$ cat src/hdl/bpl_cfg.svh
`ifndef BPL_CFG_SVH
`define BPL_CFG_SVH

// port count and width
`define BPL_NUM_PORTS 6
`define BPL_PORT_W 8
// latch reset values per port, index 0..5
`define BPL_RST_PORT_ZERO 8'hFF
`define BPL_RST_PORT_ONE 8'h00
`define BPL_RST_PORT_TWO 8'h00
`define BPL_RST_PORT_THREE 8'hFF
`define BPL_RST_PORT_FOUR 8'h00
`define BPL_RST_PORT_FIVE 8'h00
// port indices with special behaviour
`define BPL_IDX_ZERO 3'h0
`define BPL_IDX_TWO 3'h2
`define BPL_IDX_THREE 3'h3
// alternate strobe positions on port three
`define BPL_PORT_THREE_RD_BIT 7
`define BPL_PORT_THREE_WR_BIT 6
// machine-cycle state holding the pull-up boost; the buffer updates in every phase one
`define BPL_STATE_ONE 3'h1
// synchroniser depth
`define BPL_SYNC_STAGES 2

`endif

$ cat src/hdl/bpl_pkg.sv
package bpl_pkg;
  // bit-level read-modify-write operations on one latch bit
  typedef enum logic [1:0] {
    BPL_BIT_NONE,
    BPL_BIT_MOVE,
    BPL_BIT_CLEAR,
    BPL_BIT_SET
  } bpl_bit_op_type;

  // oscillator phase within a state
  typedef enum logic {
    BPL_PHASE_ONE,
    BPL_PHASE_TWO
  } bpl_phase_type;
endpackage

$ cat src/hdl/bpl_pin_if.sv
`timescale 1ns/1ns
// raw pin levels in, synchronised levels out
interface bpl_pin_if #(
  parameter int WIDTH = 48
);
  logic [WIDTH-1:0] raw;
  logic [WIDTH-1:0] synced;
  modport sync_mp (input raw, output synced);
  modport core_mp (output raw, input synced);
endinterface

$ cat src/hdl/bpl_sync.sv
`timescale 1ns/1ns
`include "bpl_cfg.svh"
// two-flop synchroniser bank; first stage is read only by the second
module bpl_sync
  import bpl_pkg::*;
#(
  parameter int WIDTH = 48
) (
  input wire logic core_clk_i,
  input wire logic rst_n_i,
  bpl_pin_if.sync_mp pins
);
  logic [WIDTH-1:0] meta_r;
  logic [WIDTH-1:0] sync_r;

  // reset to ones: an idle quasi-bidirectional pin floats high
  always_ff @(posedge core_clk_i) begin
    if (!rst_n_i) begin
      meta_r <= '1;
      sync_r <= '1;
    end else begin
      meta_r <= pins.raw;
      sync_r <= meta_r;
    end
  end

  assign pins.synced = sync_r;
endmodule

$ cat src/hdl/bpl_ports.sv
// Function
// - six bidirectional ports, each a latch, output driver and input path.
// - alternate output only reaches the pin when the latch bit holds one.
// - ports one to five follow alternate output; pin always feeds alternate input.
// - latch loads on write strobe; read-latch returns latch, read-pin returns pin.
// - read-modify-write instructions read the latch, never the pin.
// - bit move, clear, set rewrite the whole latch byte, one bit changed.
// - external access: port zero muxes low address/data, port two high address.
// - external access keeps port two latch, loads port zero latch with ones.
// - reset clears latches of ports one, two, four and five.
// - reset sets latches of ports zero and three to all ones.
// - port zero pulls up only for bus ones, else open drain.
// - latch written at state six phase two; pin updates at state one phase one.
// - zero-to-one on ports one to five boosts pull-up for state one phases.
// - program strobe for code fetch; port three bits seven/six carry read/write.
`timescale 1ns/1ns
`include "bpl_cfg.svh"
module bpl_ports
  import bpl_pkg::*;
#(
  parameter int NUM_PORTS = `BPL_NUM_PORTS,
  parameter int PORT_W = `BPL_PORT_W
) (
  input wire logic core_clk_i,
  input wire logic rst_n_i,
  // machine-cycle timing from the core
  input wire logic [2:0] mc_state_i,
  input wire bpl_phase_type phase_i,
  // cpu write side, one-cycle strobe given in the state six phase two cycle
  input wire logic wr_latch_i,
  input wire logic [2:0] wr_port_i,
  input wire logic [PORT_W-1:0] wr_data_i,
  input wire bpl_bit_op_type wr_bit_op_i,
  input wire logic [2:0] wr_bit_idx_i,
  input wire logic wr_bit_val_i,
  // cpu read side
  input wire logic rd_latch_i,
  input wire logic rd_pin_i,
  input wire logic rd_rmw_i,
  input wire logic [2:0] rd_port_i,
  output logic [PORT_W-1:0] rd_data_o,
  output logic rd_valid_o,
  // external memory bus control from the core
  input wire logic ext_acc_i,
  input wire logic ext_addr_phase_i,
  input wire logic ext_wide_addr_i,
  input wire logic ext_drive_data_i,
  input wire logic [15:0] ext_addr_i,
  input wire logic [PORT_W-1:0] ext_wdata_i,
  input wire logic ext_code_rd_i,
  input wire logic ext_data_rd_i,
  input wire logic ext_data_wr_i,
  output logic [PORT_W-1:0] ext_rdata_o,
  output logic program_store_strobe_n_o,
  // peripheral alternate functions, bit 8*p+b is port p bit b
  input wire logic [NUM_PORTS*PORT_W-1:0] alt_out_i,
  output logic [NUM_PORTS*PORT_W-1:0] alt_in_o,
  // pins
  input wire logic [NUM_PORTS*PORT_W-1:0] pin_i,
  output logic [NUM_PORTS*PORT_W-1:0] pin_o,
  output logic [NUM_PORTS*PORT_W-1:0] pin_oe_o,
  output logic [NUM_PORTS*PORT_W-1:0] boost_o
);
  localparam int TOTAL_W = NUM_PORTS * PORT_W;
  localparam int RD_STROBE_BIT = 3 * PORT_W + `BPL_PORT_THREE_RD_BIT;
  localparam int WR_STROBE_BIT = 3 * PORT_W + `BPL_PORT_THREE_WR_BIT;

  // pick one port byte out of a flat vector
  function automatic logic [PORT_W-1:0] port_byte(input logic [TOTAL_W-1:0] vec,
                                                  input logic [2:0] idx);
    port_byte = vec[idx*PORT_W +: PORT_W];
  endfunction

  // byte written back by a plain write or a single-bit operation
  function automatic logic [PORT_W-1:0] merge_byte(input logic [PORT_W-1:0] old,
                                                   input logic [PORT_W-1:0] data,
                                                   input bpl_bit_op_type op,
                                                   input logic [2:0] idx,
                                                   input logic val);
    logic [PORT_W-1:0] res;
    res = old;
    case (op)
      BPL_BIT_NONE: res = data;
      BPL_BIT_MOVE: res[idx] = val;
      BPL_BIT_CLEAR: res[idx] = 1'b0;
      BPL_BIT_SET: res[idx] = 1'b1;
      default: res = old;
    endcase
    merge_byte = res;
  endfunction

  bpl_pin_if #(.WIDTH(TOTAL_W)) pins ();

  bpl_sync #(
    .WIDTH(TOTAL_W)
  ) u_sync (
    .core_clk_i(core_clk_i),
    .rst_n_i(rst_n_i),
    .pins(pins.sync_mp)
  );

  assign pins.raw = pin_i;

  logic [TOTAL_W-1:0] latch_r;
  logic [TOTAL_W-1:0] latch_nxt;
  logic [TOTAL_W-1:0] buf_r;
  logic [TOTAL_W-1:0] buf_nxt;
  logic [TOTAL_W-1:0] boost_r;
  logic [TOTAL_W-1:0] boost_nxt;
  logic [TOTAL_W-1:0] rst_val;
  logic [TOTAL_W-1:0] quasi_mask;
  logic [TOTAL_W-1:0] alt_eff;
  logic [PORT_W-1:0] rd_data_r;
  logic [PORT_W-1:0] rd_data_nxt;
  logic rd_valid_r;
  logic [PORT_W-1:0] ext_rdata_r;
  logic code_strobe_n_r;

  // reset values and the mask of ports with pull-ups, one byte per port
  assign rst_val = {`BPL_RST_PORT_FIVE, `BPL_RST_PORT_FOUR, `BPL_RST_PORT_THREE,
                    `BPL_RST_PORT_TWO, `BPL_RST_PORT_ONE, `BPL_RST_PORT_ZERO};
  assign quasi_mask = {{(TOTAL_W-PORT_W){1'b1}}, {PORT_W{1'b0}}};

  // read/write strobes for external data ride on port three alternate outputs
  always_comb begin
    alt_eff = alt_out_i;
    alt_eff[RD_STROBE_BIT] = alt_out_i[RD_STROBE_BIT] & ~ext_data_rd_i;
    alt_eff[WR_STROBE_BIT] = alt_out_i[WR_STROBE_BIT] & ~ext_data_wr_i;
  end

  // per-port latch next value: bus access forces port zero to ones
  genvar gp;
  generate
    for (gp = 0; gp < NUM_PORTS; gp++) begin : g_latch
      logic hit;
      logic [PORT_W-1:0] cur;
      assign cur = latch_r[gp*PORT_W +: PORT_W];
      assign hit = wr_latch_i && (wr_port_i == 3'(gp));
      if (gp == 0) begin : g_zero
        assign latch_nxt[gp*PORT_W +: PORT_W] = ext_acc_i ? {PORT_W{1'b1}} :
          hit ? merge_byte(cur, wr_data_i, wr_bit_op_i, wr_bit_idx_i, wr_bit_val_i) : cur;
      end else begin : g_other
        // port two is never touched by a bus access
        assign latch_nxt[gp*PORT_W +: PORT_W] = hit ?
          merge_byte(cur, wr_data_i, wr_bit_op_i, wr_bit_idx_i, wr_bit_val_i) : cur;
      end
    end
  endgenerate

  // output buffers sample the latch only in phase one and hold through phase two
  assign buf_nxt = (phase_i == BPL_PHASE_ONE) ? latch_r : buf_r;

  // boost the pull-up in state one for bits that rise as the buffer takes them;
  // it spans phase one and phase two, two oscillator periods
  assign boost_nxt = (mc_state_i != `BPL_STATE_ONE) ? '0 :
                     (phase_i == BPL_PHASE_ONE) ? (latch_r & ~buf_r & quasi_mask) :
                     boost_r;

  // latch read for read-latch and for any read-modify-write, else the pin
  assign rd_data_nxt = (rd_latch_i || (rd_pin_i && rd_rmw_i)) ?
                       port_byte(latch_r, rd_port_i) :
                       port_byte(pins.synced, rd_port_i);

  // latches, buffers and boost; latch writes land at state six phase two
  always_ff @(posedge core_clk_i) begin
    if (!rst_n_i) begin
      latch_r <= rst_val;
      buf_r <= rst_val;
      boost_r <= '0;
    end else begin
      latch_r <= latch_nxt;
      buf_r <= buf_nxt;
      boost_r <= boost_nxt;
    end
  end

  // read data and bus capture are registered
  always_ff @(posedge core_clk_i) begin
    if (!rst_n_i) begin
      rd_data_r <= '0;
      rd_valid_r <= 1'b0;
      ext_rdata_r <= '0;
      code_strobe_n_r <= 1'b1;
    end else begin
      rd_valid_r <= rd_latch_i | rd_pin_i;
      if (rd_latch_i || rd_pin_i) begin
        rd_data_r <= rd_data_nxt;
      end
      if (ext_acc_i && !ext_drive_data_i && !ext_addr_phase_i) begin
        ext_rdata_r <= port_byte(pins.synced, `BPL_IDX_ZERO);
      end
      code_strobe_n_r <= ~ext_code_rd_i;
    end
  end

  // port zero: address then data on the bus, else open drain from the buffer
  logic [PORT_W-1:0] addr_bus_val;
  logic addr_bus_drive;
  assign addr_bus_val = ext_addr_phase_i ? ext_addr_i[7:0] : ext_wdata_i;
  assign addr_bus_drive = ext_acc_i && (ext_addr_phase_i || ext_drive_data_i);
  assign pin_o[PORT_W-1:0] = addr_bus_drive ? addr_bus_val : {PORT_W{1'b0}};
  // both drivers active for bus address or write data, none on bus reads; a latched one floats otherwise
  assign pin_oe_o[PORT_W-1:0] = addr_bus_drive ? {PORT_W{1'b1}} :
                                ext_acc_i ? {PORT_W{1'b0}} : ~buf_r[PORT_W-1:0];

  // ports one to five: quasi-bidirectional, latch gates alternate output
  generate
    for (gp = 1; gp < NUM_PORTS; gp++) begin : g_quasi
      logic [PORT_W-1:0] lvl;
      logic [PORT_W-1:0] gated;
      assign gated = buf_r[gp*PORT_W +: PORT_W] & alt_eff[gp*PORT_W +: PORT_W];
      if (gp == 2) begin : g_two
        // wide address overrides the port two contents for the cycle
        assign lvl = (ext_acc_i && ext_wide_addr_i) ? ext_addr_i[15:8] : gated;
      end else begin : g_plain
        assign lvl = gated;
      end
      assign pin_o[gp*PORT_W +: PORT_W] = lvl;
      // drive when pulling low, boosting or carrying the port two wide address; a plain one is left to the pull-up
      assign pin_oe_o[gp*PORT_W +: PORT_W] = ~lvl | boost_r[gp*PORT_W +: PORT_W] |
        ((gp == 2 && ext_acc_i && ext_wide_addr_i) ? {PORT_W{1'b1}} : {PORT_W{1'b0}});
    end
  endgenerate

  assign alt_in_o = pins.synced;
  assign boost_o = boost_r;
  assign rd_data_o = rd_data_r;
  assign rd_valid_o = rd_valid_r;
  assign ext_rdata_o = ext_rdata_r;
  assign program_store_strobe_n_o = code_strobe_n_r;
endmodule

$ cat config.mk
export PLATFORM = sky130hd
export DESIGN_NAME = bpl_ports
export DESIGN_NICKNAME = d
export VERILOG_FILES = /design/src/hdl/bpl_pkg.sv /design/src/hdl/bpl_pin_if.sv /design/src/hdl/bpl_sync.sv /design/src/hdl/bpl_ports.sv
export VERILOG_INCLUDE_DIRS = /design/src /design/src/hdl
export SDC_FILE = /design/constraint.sdc
export NUM_CORES = 1
export LEC_CHECK = 0
export ABC_AREA = 1
export BUFFER_PORTS_ARGS = -buffer_cell sky130_fd_sc_hd__buf_2
export CORE_UTILIZATION = 50
export CTS_CLUSTER_DIAMETER = 30
export DETAILED_ROUTE_END_ITERATION = 10
export PLACE_DENSITY = 0.83
export SETUP_SLACK_MARGIN = 0.4
export SYNTH_ARGS = -nofsm -noshare
export SYNTH_HDL_FRONTEND = slang
export SYNTH_SLANG_ARGS = --single-unit
export TNS_END_PERCENT = 1
$ cat constraint.sdc
create_clock -name core_clk_i -period 1.4 [get_ports core_clk_i]
set_input_delay 0.28 -clock core_clk_i [delete_from_list [all_inputs] [get_ports core_clk_i]]
set_output_delay 0.28 -clock core_clk_i [all_outputs]
set_load 0.01 [all_outputs]
Word-level counts from Yosys, hierarchy flattened

Cells that the tools add are included.
W data, S select, Z words.

Shift-type cells: 2
Reduce and logical (&&, ||, !) cells: 21
Equality and inequality tests: 9
Bitwise logic cells: 39
$lt $le $gt $ge: 2
Multiplexer cells: 21

Operator list:

| kind                 | count |
|---|---|
| $pmux W8 S4          | 6 |
| $or A8 B8 Y8         | 12 |
| $shiftx A48 B7 Y8    | 2 |
| $and A8 B8 Y8        | 11 |
| $mux W8              | 7 |
| $not A8 Y8           | 7 |
| $and A48 B48 Y48     | 1 |
| $bwmux W8            | 6 |
| $not A48 Y48         | 1 |
| $logic_and A1 B1 Y1  | 12 |
| $eq A3 B2 Y1 const B | 2 |
| $eq A3 B3 Y1 const B | 2 |
| $eq A2 B2 Y1 const B | 2 |
| $lt A3 B4 Y1 const B | 1 |
| $not A1 Y1           | 4 |
| $reduce_or A2 Y1     | 2 |
| $demux W1 S3         | 1 |
| $eq A3 B1 Y1 const B | 1 |
| $ge A3 B1 Y1 const B | 1 |
| $logic_not A3 Y1     | 1 |
| $logic_or A1 B1 Y1   | 3 |
| $ne A3 B1 Y1 const B | 1 |
| $and A1 B1 Y1        | 2 |
| $eq A2 B1 Y1 const B | 1 |
| other kinds (4)      | 5 |

Bits of input ports: 157
Flip-flop bits (word level): 250
Output and inout bits: 210
Word-level logic and storage cells: 108

Logic depth before layout (Yosys ltp)

Depth in word-level cells: 7
Gate-level depth with buffers: 9
Gate-level depth less buffers: 8

Hierarchy

Synthesis repeated with hierarchy kept, for this count alone.

Cells, all modules: 1453
Area total of the unflattened synthesis: 10542.6 um^2

By module, submodules not included:

| module    | sequential area each (um^2) | cells each | times used | area each (um^2) |
|---|---|---|---|---|
| bpl_ports | 3083.0                      | 1154       | 1          | 7813.7 |
| bpl_sync  | 1921.8                      | 299        | 1          | 2728.9 |

Worst setup path before layout

OpenSTA, ideal clock, no wires.

Path kind: input -> output
From: input port ext_acc_i
To: output port pin_oe_o[19]
Buffers on the path: 1
Path slack: -0.050 ns
Stages: 5
Arrival time: 1.170 ns
Data required time: 1.120 ns
Cells stage by stage: nand2_1 clkbuf_1 nor2_1 a21oi_1 nand3b_1

Longest elaborated chain between the ends: 5
Elaborated cells between the ends (all ways): 6
Those cells by class: mux (2); bitwise (3); reduce/logical (1)

RTL lines:

| what                       | RTL line         | RTL |
|---|---|---|
| start: declaration         | bpl_ports.sv:44  | `input wire logic ext_acc_i,` |
| $logic_and A1 B1 Y1        | bpl_ports.sv:214 | `assign lvl = (ext_acc_i && ext_wide_addr_i) ? ext_addr_i[15:8] : gated;` |
| $mux W8                    | bpl_ports.sv:214 |  |
| named net pin_o[19]        | bpl_ports.sv:60  | `output logic [NUM_PORTS*PORT_W-1:0] pin_o,` |
| $not A8 Y8                 | bpl_ports.sv:220 | `assign pin_oe_o[gp*PORT_W +: PORT_W] = ~lvl \| boost_r[gp*PORT_W +: PORT_W] \|` |
| $or A8 B8 Y8 (2 in series) | bpl_ports.sv:220 |  |
| end: declaration           | bpl_ports.sv:61  | `output logic [NUM_PORTS*PORT_W-1:0] pin_oe_o,` |

The timed path passes the listed nets, and every way through them passes these cells.

Worst setup path after layout

From: register buf_r[16]
To: output port pin_oe_o[16]

Longest elaborated chain between the ends: 5

RTL lines:

| what                       | RTL line         | RTL |
|---|---|---|
| start: declaration         | bpl_ports.sv:106 | `logic [TOTAL_W-1:0] buf_r;` |
| start signal: assignment   | bpl_ports.sv:168 | `buf_r <= rst_val;` |
| start signal: assignment   | bpl_ports.sv:172 | `buf_r <= buf_nxt;` |
| $and A8 B8 Y8              | bpl_ports.sv:211 | `assign gated = buf_r[gp*PORT_W +: PORT_W] & alt_eff[gp*PORT_W +: PORT_W];` |
| $mux W8                    | bpl_ports.sv:214 |  |
| $not A8 Y8                 | bpl_ports.sv:220 |  |
| $or A8 B8 Y8 (2 in series) | bpl_ports.sv:220 |  |

No other way between the ends.

==> impl_metrics.env <==
export IMPL_drt_pass1_iterations=7
export IMPL_grt_usage=0.3251
export IMPL_maxSlewViolCount=0
export IMPL_area_delta_synth_final_pct=58.09
export IMPL_max_stage_delay_ns=0.33
export IMPL_period_needed_ns=1.616
export IMPL_htreeDepth=2
export IMPL_crit_path_start_kind="register"
export IMPL_clkSlewWorstSetupHoldPaths_ns=0.05
export IMPL_dp_hpwl_um=22280
export IMPL_cp_cell_sequence="nand2_2 -> a21oi_2 -> nand3b_1 -> buf_2"
export IMPL_status="finished with violations"
export IMPL_crit_slowest_cell="dfxtp_2"
export IMPL_dieArea_sq_um=21350
export IMPL_synthesis_area_sq_um=10380
export IMPL_async_flop_share=0
export IMPL_crit_buf_inv=1
export IMPL_synth_cell_types=32
export IMPL_min_path_type="in2reg"
export IMPL_drtIter0Drc=1029
export IMPL_critical_path_top_delay_family="flip-flops"
export IMPL_synthCells=1357
export IMPL_cts_root_buf="clkbuf_16"
export IMPL_post_route_util=0.8087
export IMPL_antenna_found_initial=1
export IMPL_drc=0
export IMPL_fin_ws_ns=-0.2165
export IMPL_synth_ff_latch_count=250
export IMPL_hold_viol=0
export IMPL_worst_pin_slew_ns=0.4971
export IMPL_wirelength_um=37490
export IMPL_cts_tree="yes"
export IMPL_finalClockSkew_ns=0.01571
export IMPL_total_power_mw=20.74
export IMPL_path_max_fanout=2
export IMPL_place_gp_congestion=0.9142
export IMPL_grt_overflow=0
export IMPL_synth_warnings=0
export IMPL_vias=11110
export IMPL_ioPinCount=367
export IMPL_initial_core_util=0.5115
export IMPL_fin_crit_sh=1.155
export IMPL_final_cell_area_sq_um=16420
export IMPL_clkSinkCount=250
export IMPL_first_global_vias=10640
export IMPL_fill_cells=1242
export IMPL_cap_viol_max_count=0
export IMPL_core_area_sq_um=20300
export IMPL_synthFlopType="dfxtp_1"
export IMPL_synth_seq_area_share=0.4820
export IMPL_drive_gt1_frac=0.5341
export IMPL_crit_type="reg2out"
export IMPL_vias_per_cell=5.314
export IMPL_max_freq_ghz=0.6186
export IMPL_crit_arrival_ns=1.34
export IMPL_setup_viol=52
export IMPL_syn_avg_cell_area_sq_um=7.652
export IMPL_wl_per_cell_um=17.94
export IMPL_grt_pass1_wl_um=55060
export IMPL_die_h_um=146.1
export IMPL_row_count=52
export IMPL_worst_ep_required_time_ns=1.12
export IMPL_clk_path_buf_depth=3
export IMPL_irDropWorstVdd_mv=1.244
export IMPL_drtAntennaViolNets=0
export IMPL_leakage_nw=7.496
export IMPL_worst_setup_path_end_kind="output port"
export IMPL_power_density_nw_per_um2=1263
export IMPL_clkLatencyLatePin_ns=0.53
export IMPL_maxSlewHeadroom=0.6664
export IMPL_rsz0062_at_grt="true"
export IMPL_fp_dieW_um=146.1
export IMPL_grt_max_degree=89
export IMPL_synth_edf_count=0
export IMPL_cts_buffers=43
export IMPL_placed_cell_area_sq_um=12750
export IMPL_port_buffers=350
export IMPL_final_nets=1943
export IMPL_violations="setup timing"
## synthesized netlist by cell type, types with 9 or more instances
| cell type | n | area [sq um] |
|---|---|---|
| buf_4 | 10 | 75.07 |
| inv_1 | 144 | 540.5 |
| or2_1 | 9 | 56.30 |
| buf_2 | 23 | 115.1 |
| a21oi_1 | 140 | 700.7 |
| or2_2 | 153 | 957.2 |
| clkbuf_1 | 42 | 157.7 |
| dfxtp_1 | 250 | 5005 |
| nor2_1 | 32 | 120.1 |
| nand2_1 | 243 | 912.1 |
| nand3_1 | 141 | 705.7 |
| or2_0 | 18 | 112.6 |
| o211ai_1 | 14 | 105.1 |
| o21ai_0 | 77 | 385.4 |
## flip-flops by register name, summed over array words and instances, names as in the netlist
name	flops
latch_r	48
rd_data_o	8
ext_rdata_o	8
boost_o	40
program_store_strobe_n_o	1
buf_r	48
u_sync.meta_r	48
rd_valid_o	1
u_sync.pins.synced	48
## tightest hold or removal path: cells and delay by family
family / cells / cell delay, ns
buffers and inverters: 2 / 0.20
AND/OR/NAND/NOR: 2 / 0.09
AO/OA/AOI/OAI: 1 / 0.05
## final cells by class
class	instances	area [sq um]	share of cell area
multi-input cells	878	4955	0.3018
repair buffers	460	3707	0.2258
inverters	153	584.3	0.03559
clock buffers	50	1175	0.07157
clock inverters	27	392.9	0.02393
diodes	2	5.005	0.0003049
flip-flops and latches	250	5259	0.3204
well taps	270	337.8	0.02058
## report_power, final
part           switching [mW]  internal, mW  total [mW]  leakage, nW
clock network            3.82          7.41        11.2        0.766
logic                    1.09         0.940        2.03         4.65
registers               0.140          7.34        7.48         2.08
total                    5.05          15.7        20.7         7.50
## cells by family (layout without fill, tap and decap cells)
group,count (synthesis),after routing,synth area share
AO/OA/AOI/OAI,246,246,0.1240
buffers and inverters,236,690,0.09254
flip-flops,250,250,0.4820
multiplexers,8,8,0.008676
other,1,10,0.0003611
AND/OR/NAND/NOR,616,616,0.2924
## worst paths after layout
kind                          start                     to  slack (ns)  cells past startpoint
max                       buf_r[16]           pin_oe_o[16]       -0.22                      4
min                    wr_port_i[0]            latch_r[23]        0.15                      5
max reg2reg  u_sync.pins.synced[44]           rd_data_o[4]        0.31                      6
min reg2reg        u_sync.meta_r[0]  u_sync.pins.synced[0]        0.41                      1
## metrics by stage
step,setup TNS [ns],hold WS [ns],cells,worst slack [ns]
after floorplan,0,0.3419,1364,0.1564
after global placement,-0.5689,0.3939,1953,-0.03993
after detailed placement,-1.785,0.3967,1953,-0.07978
after CTS,-6.543,0.1695,2087,-0.2002
after global routing,-8.039,0.1883,2089,-0.2478
final,-6.103,0.1518,2090,-0.2165
## metal layers
| metal | wire length (um) | vias up | global-route usage |
|---|---|---|---|
| li1 | - | 5207 | - |
| met4 | 1559 | 0 | 0.1505 |
| met3 | 2937 | 134 | 0.07156 |
| met2 | 19300 | 600 | 0.5868 |
| met1 | 13690 | 5165 | 0.3637 |
| met5 | 0 | - | 0 |
## repair_timing
| action | in CTS | in global routing |
|---|---|---|
| setup buffers | 8 | 1 |
| hold buffers | 49 | 0 |
| endpoints found under the hold margin | 49 | 0 |
| endpoints found under the setup margin | 210 | 260 |
| pin swaps | 12 | 44 |
| gates resized for setup | 306 | 175 |
## placed cells by master (no fill, tap or decap), types with 9 or more instances in the layout
cell / netlist / final
a21oi_1: 140 / 113
a21oi_2: 0 / 27
buf_12: 0 / 11
buf_2: 23 / 211
buf_4: 10 / 52
buf_6: 1 / 135
clkbuf_16: 0 / 45
dfxtp_1: 250 / 71
dfxtp_2: 0 / 167
dfxtp_4: 0 / 12
dlygate4sd3_1: 0 / 49
inv_1: 144 / 131
inv_2: 7 / 17
nand2_1: 243 / 200
nand2_2: 0 / 42
nand3_1: 141 / 110
nand3_2: 0 / 31
nor2_1: 32 / 25
o211ai_1: 14 / 14
o21ai_0: 77 / 69
or2_0: 18 / 18
or2_1: 9 / 9
or2_2: 153 / 130
or2_4: 1 / 24
(Power assumes the default switching activity.)
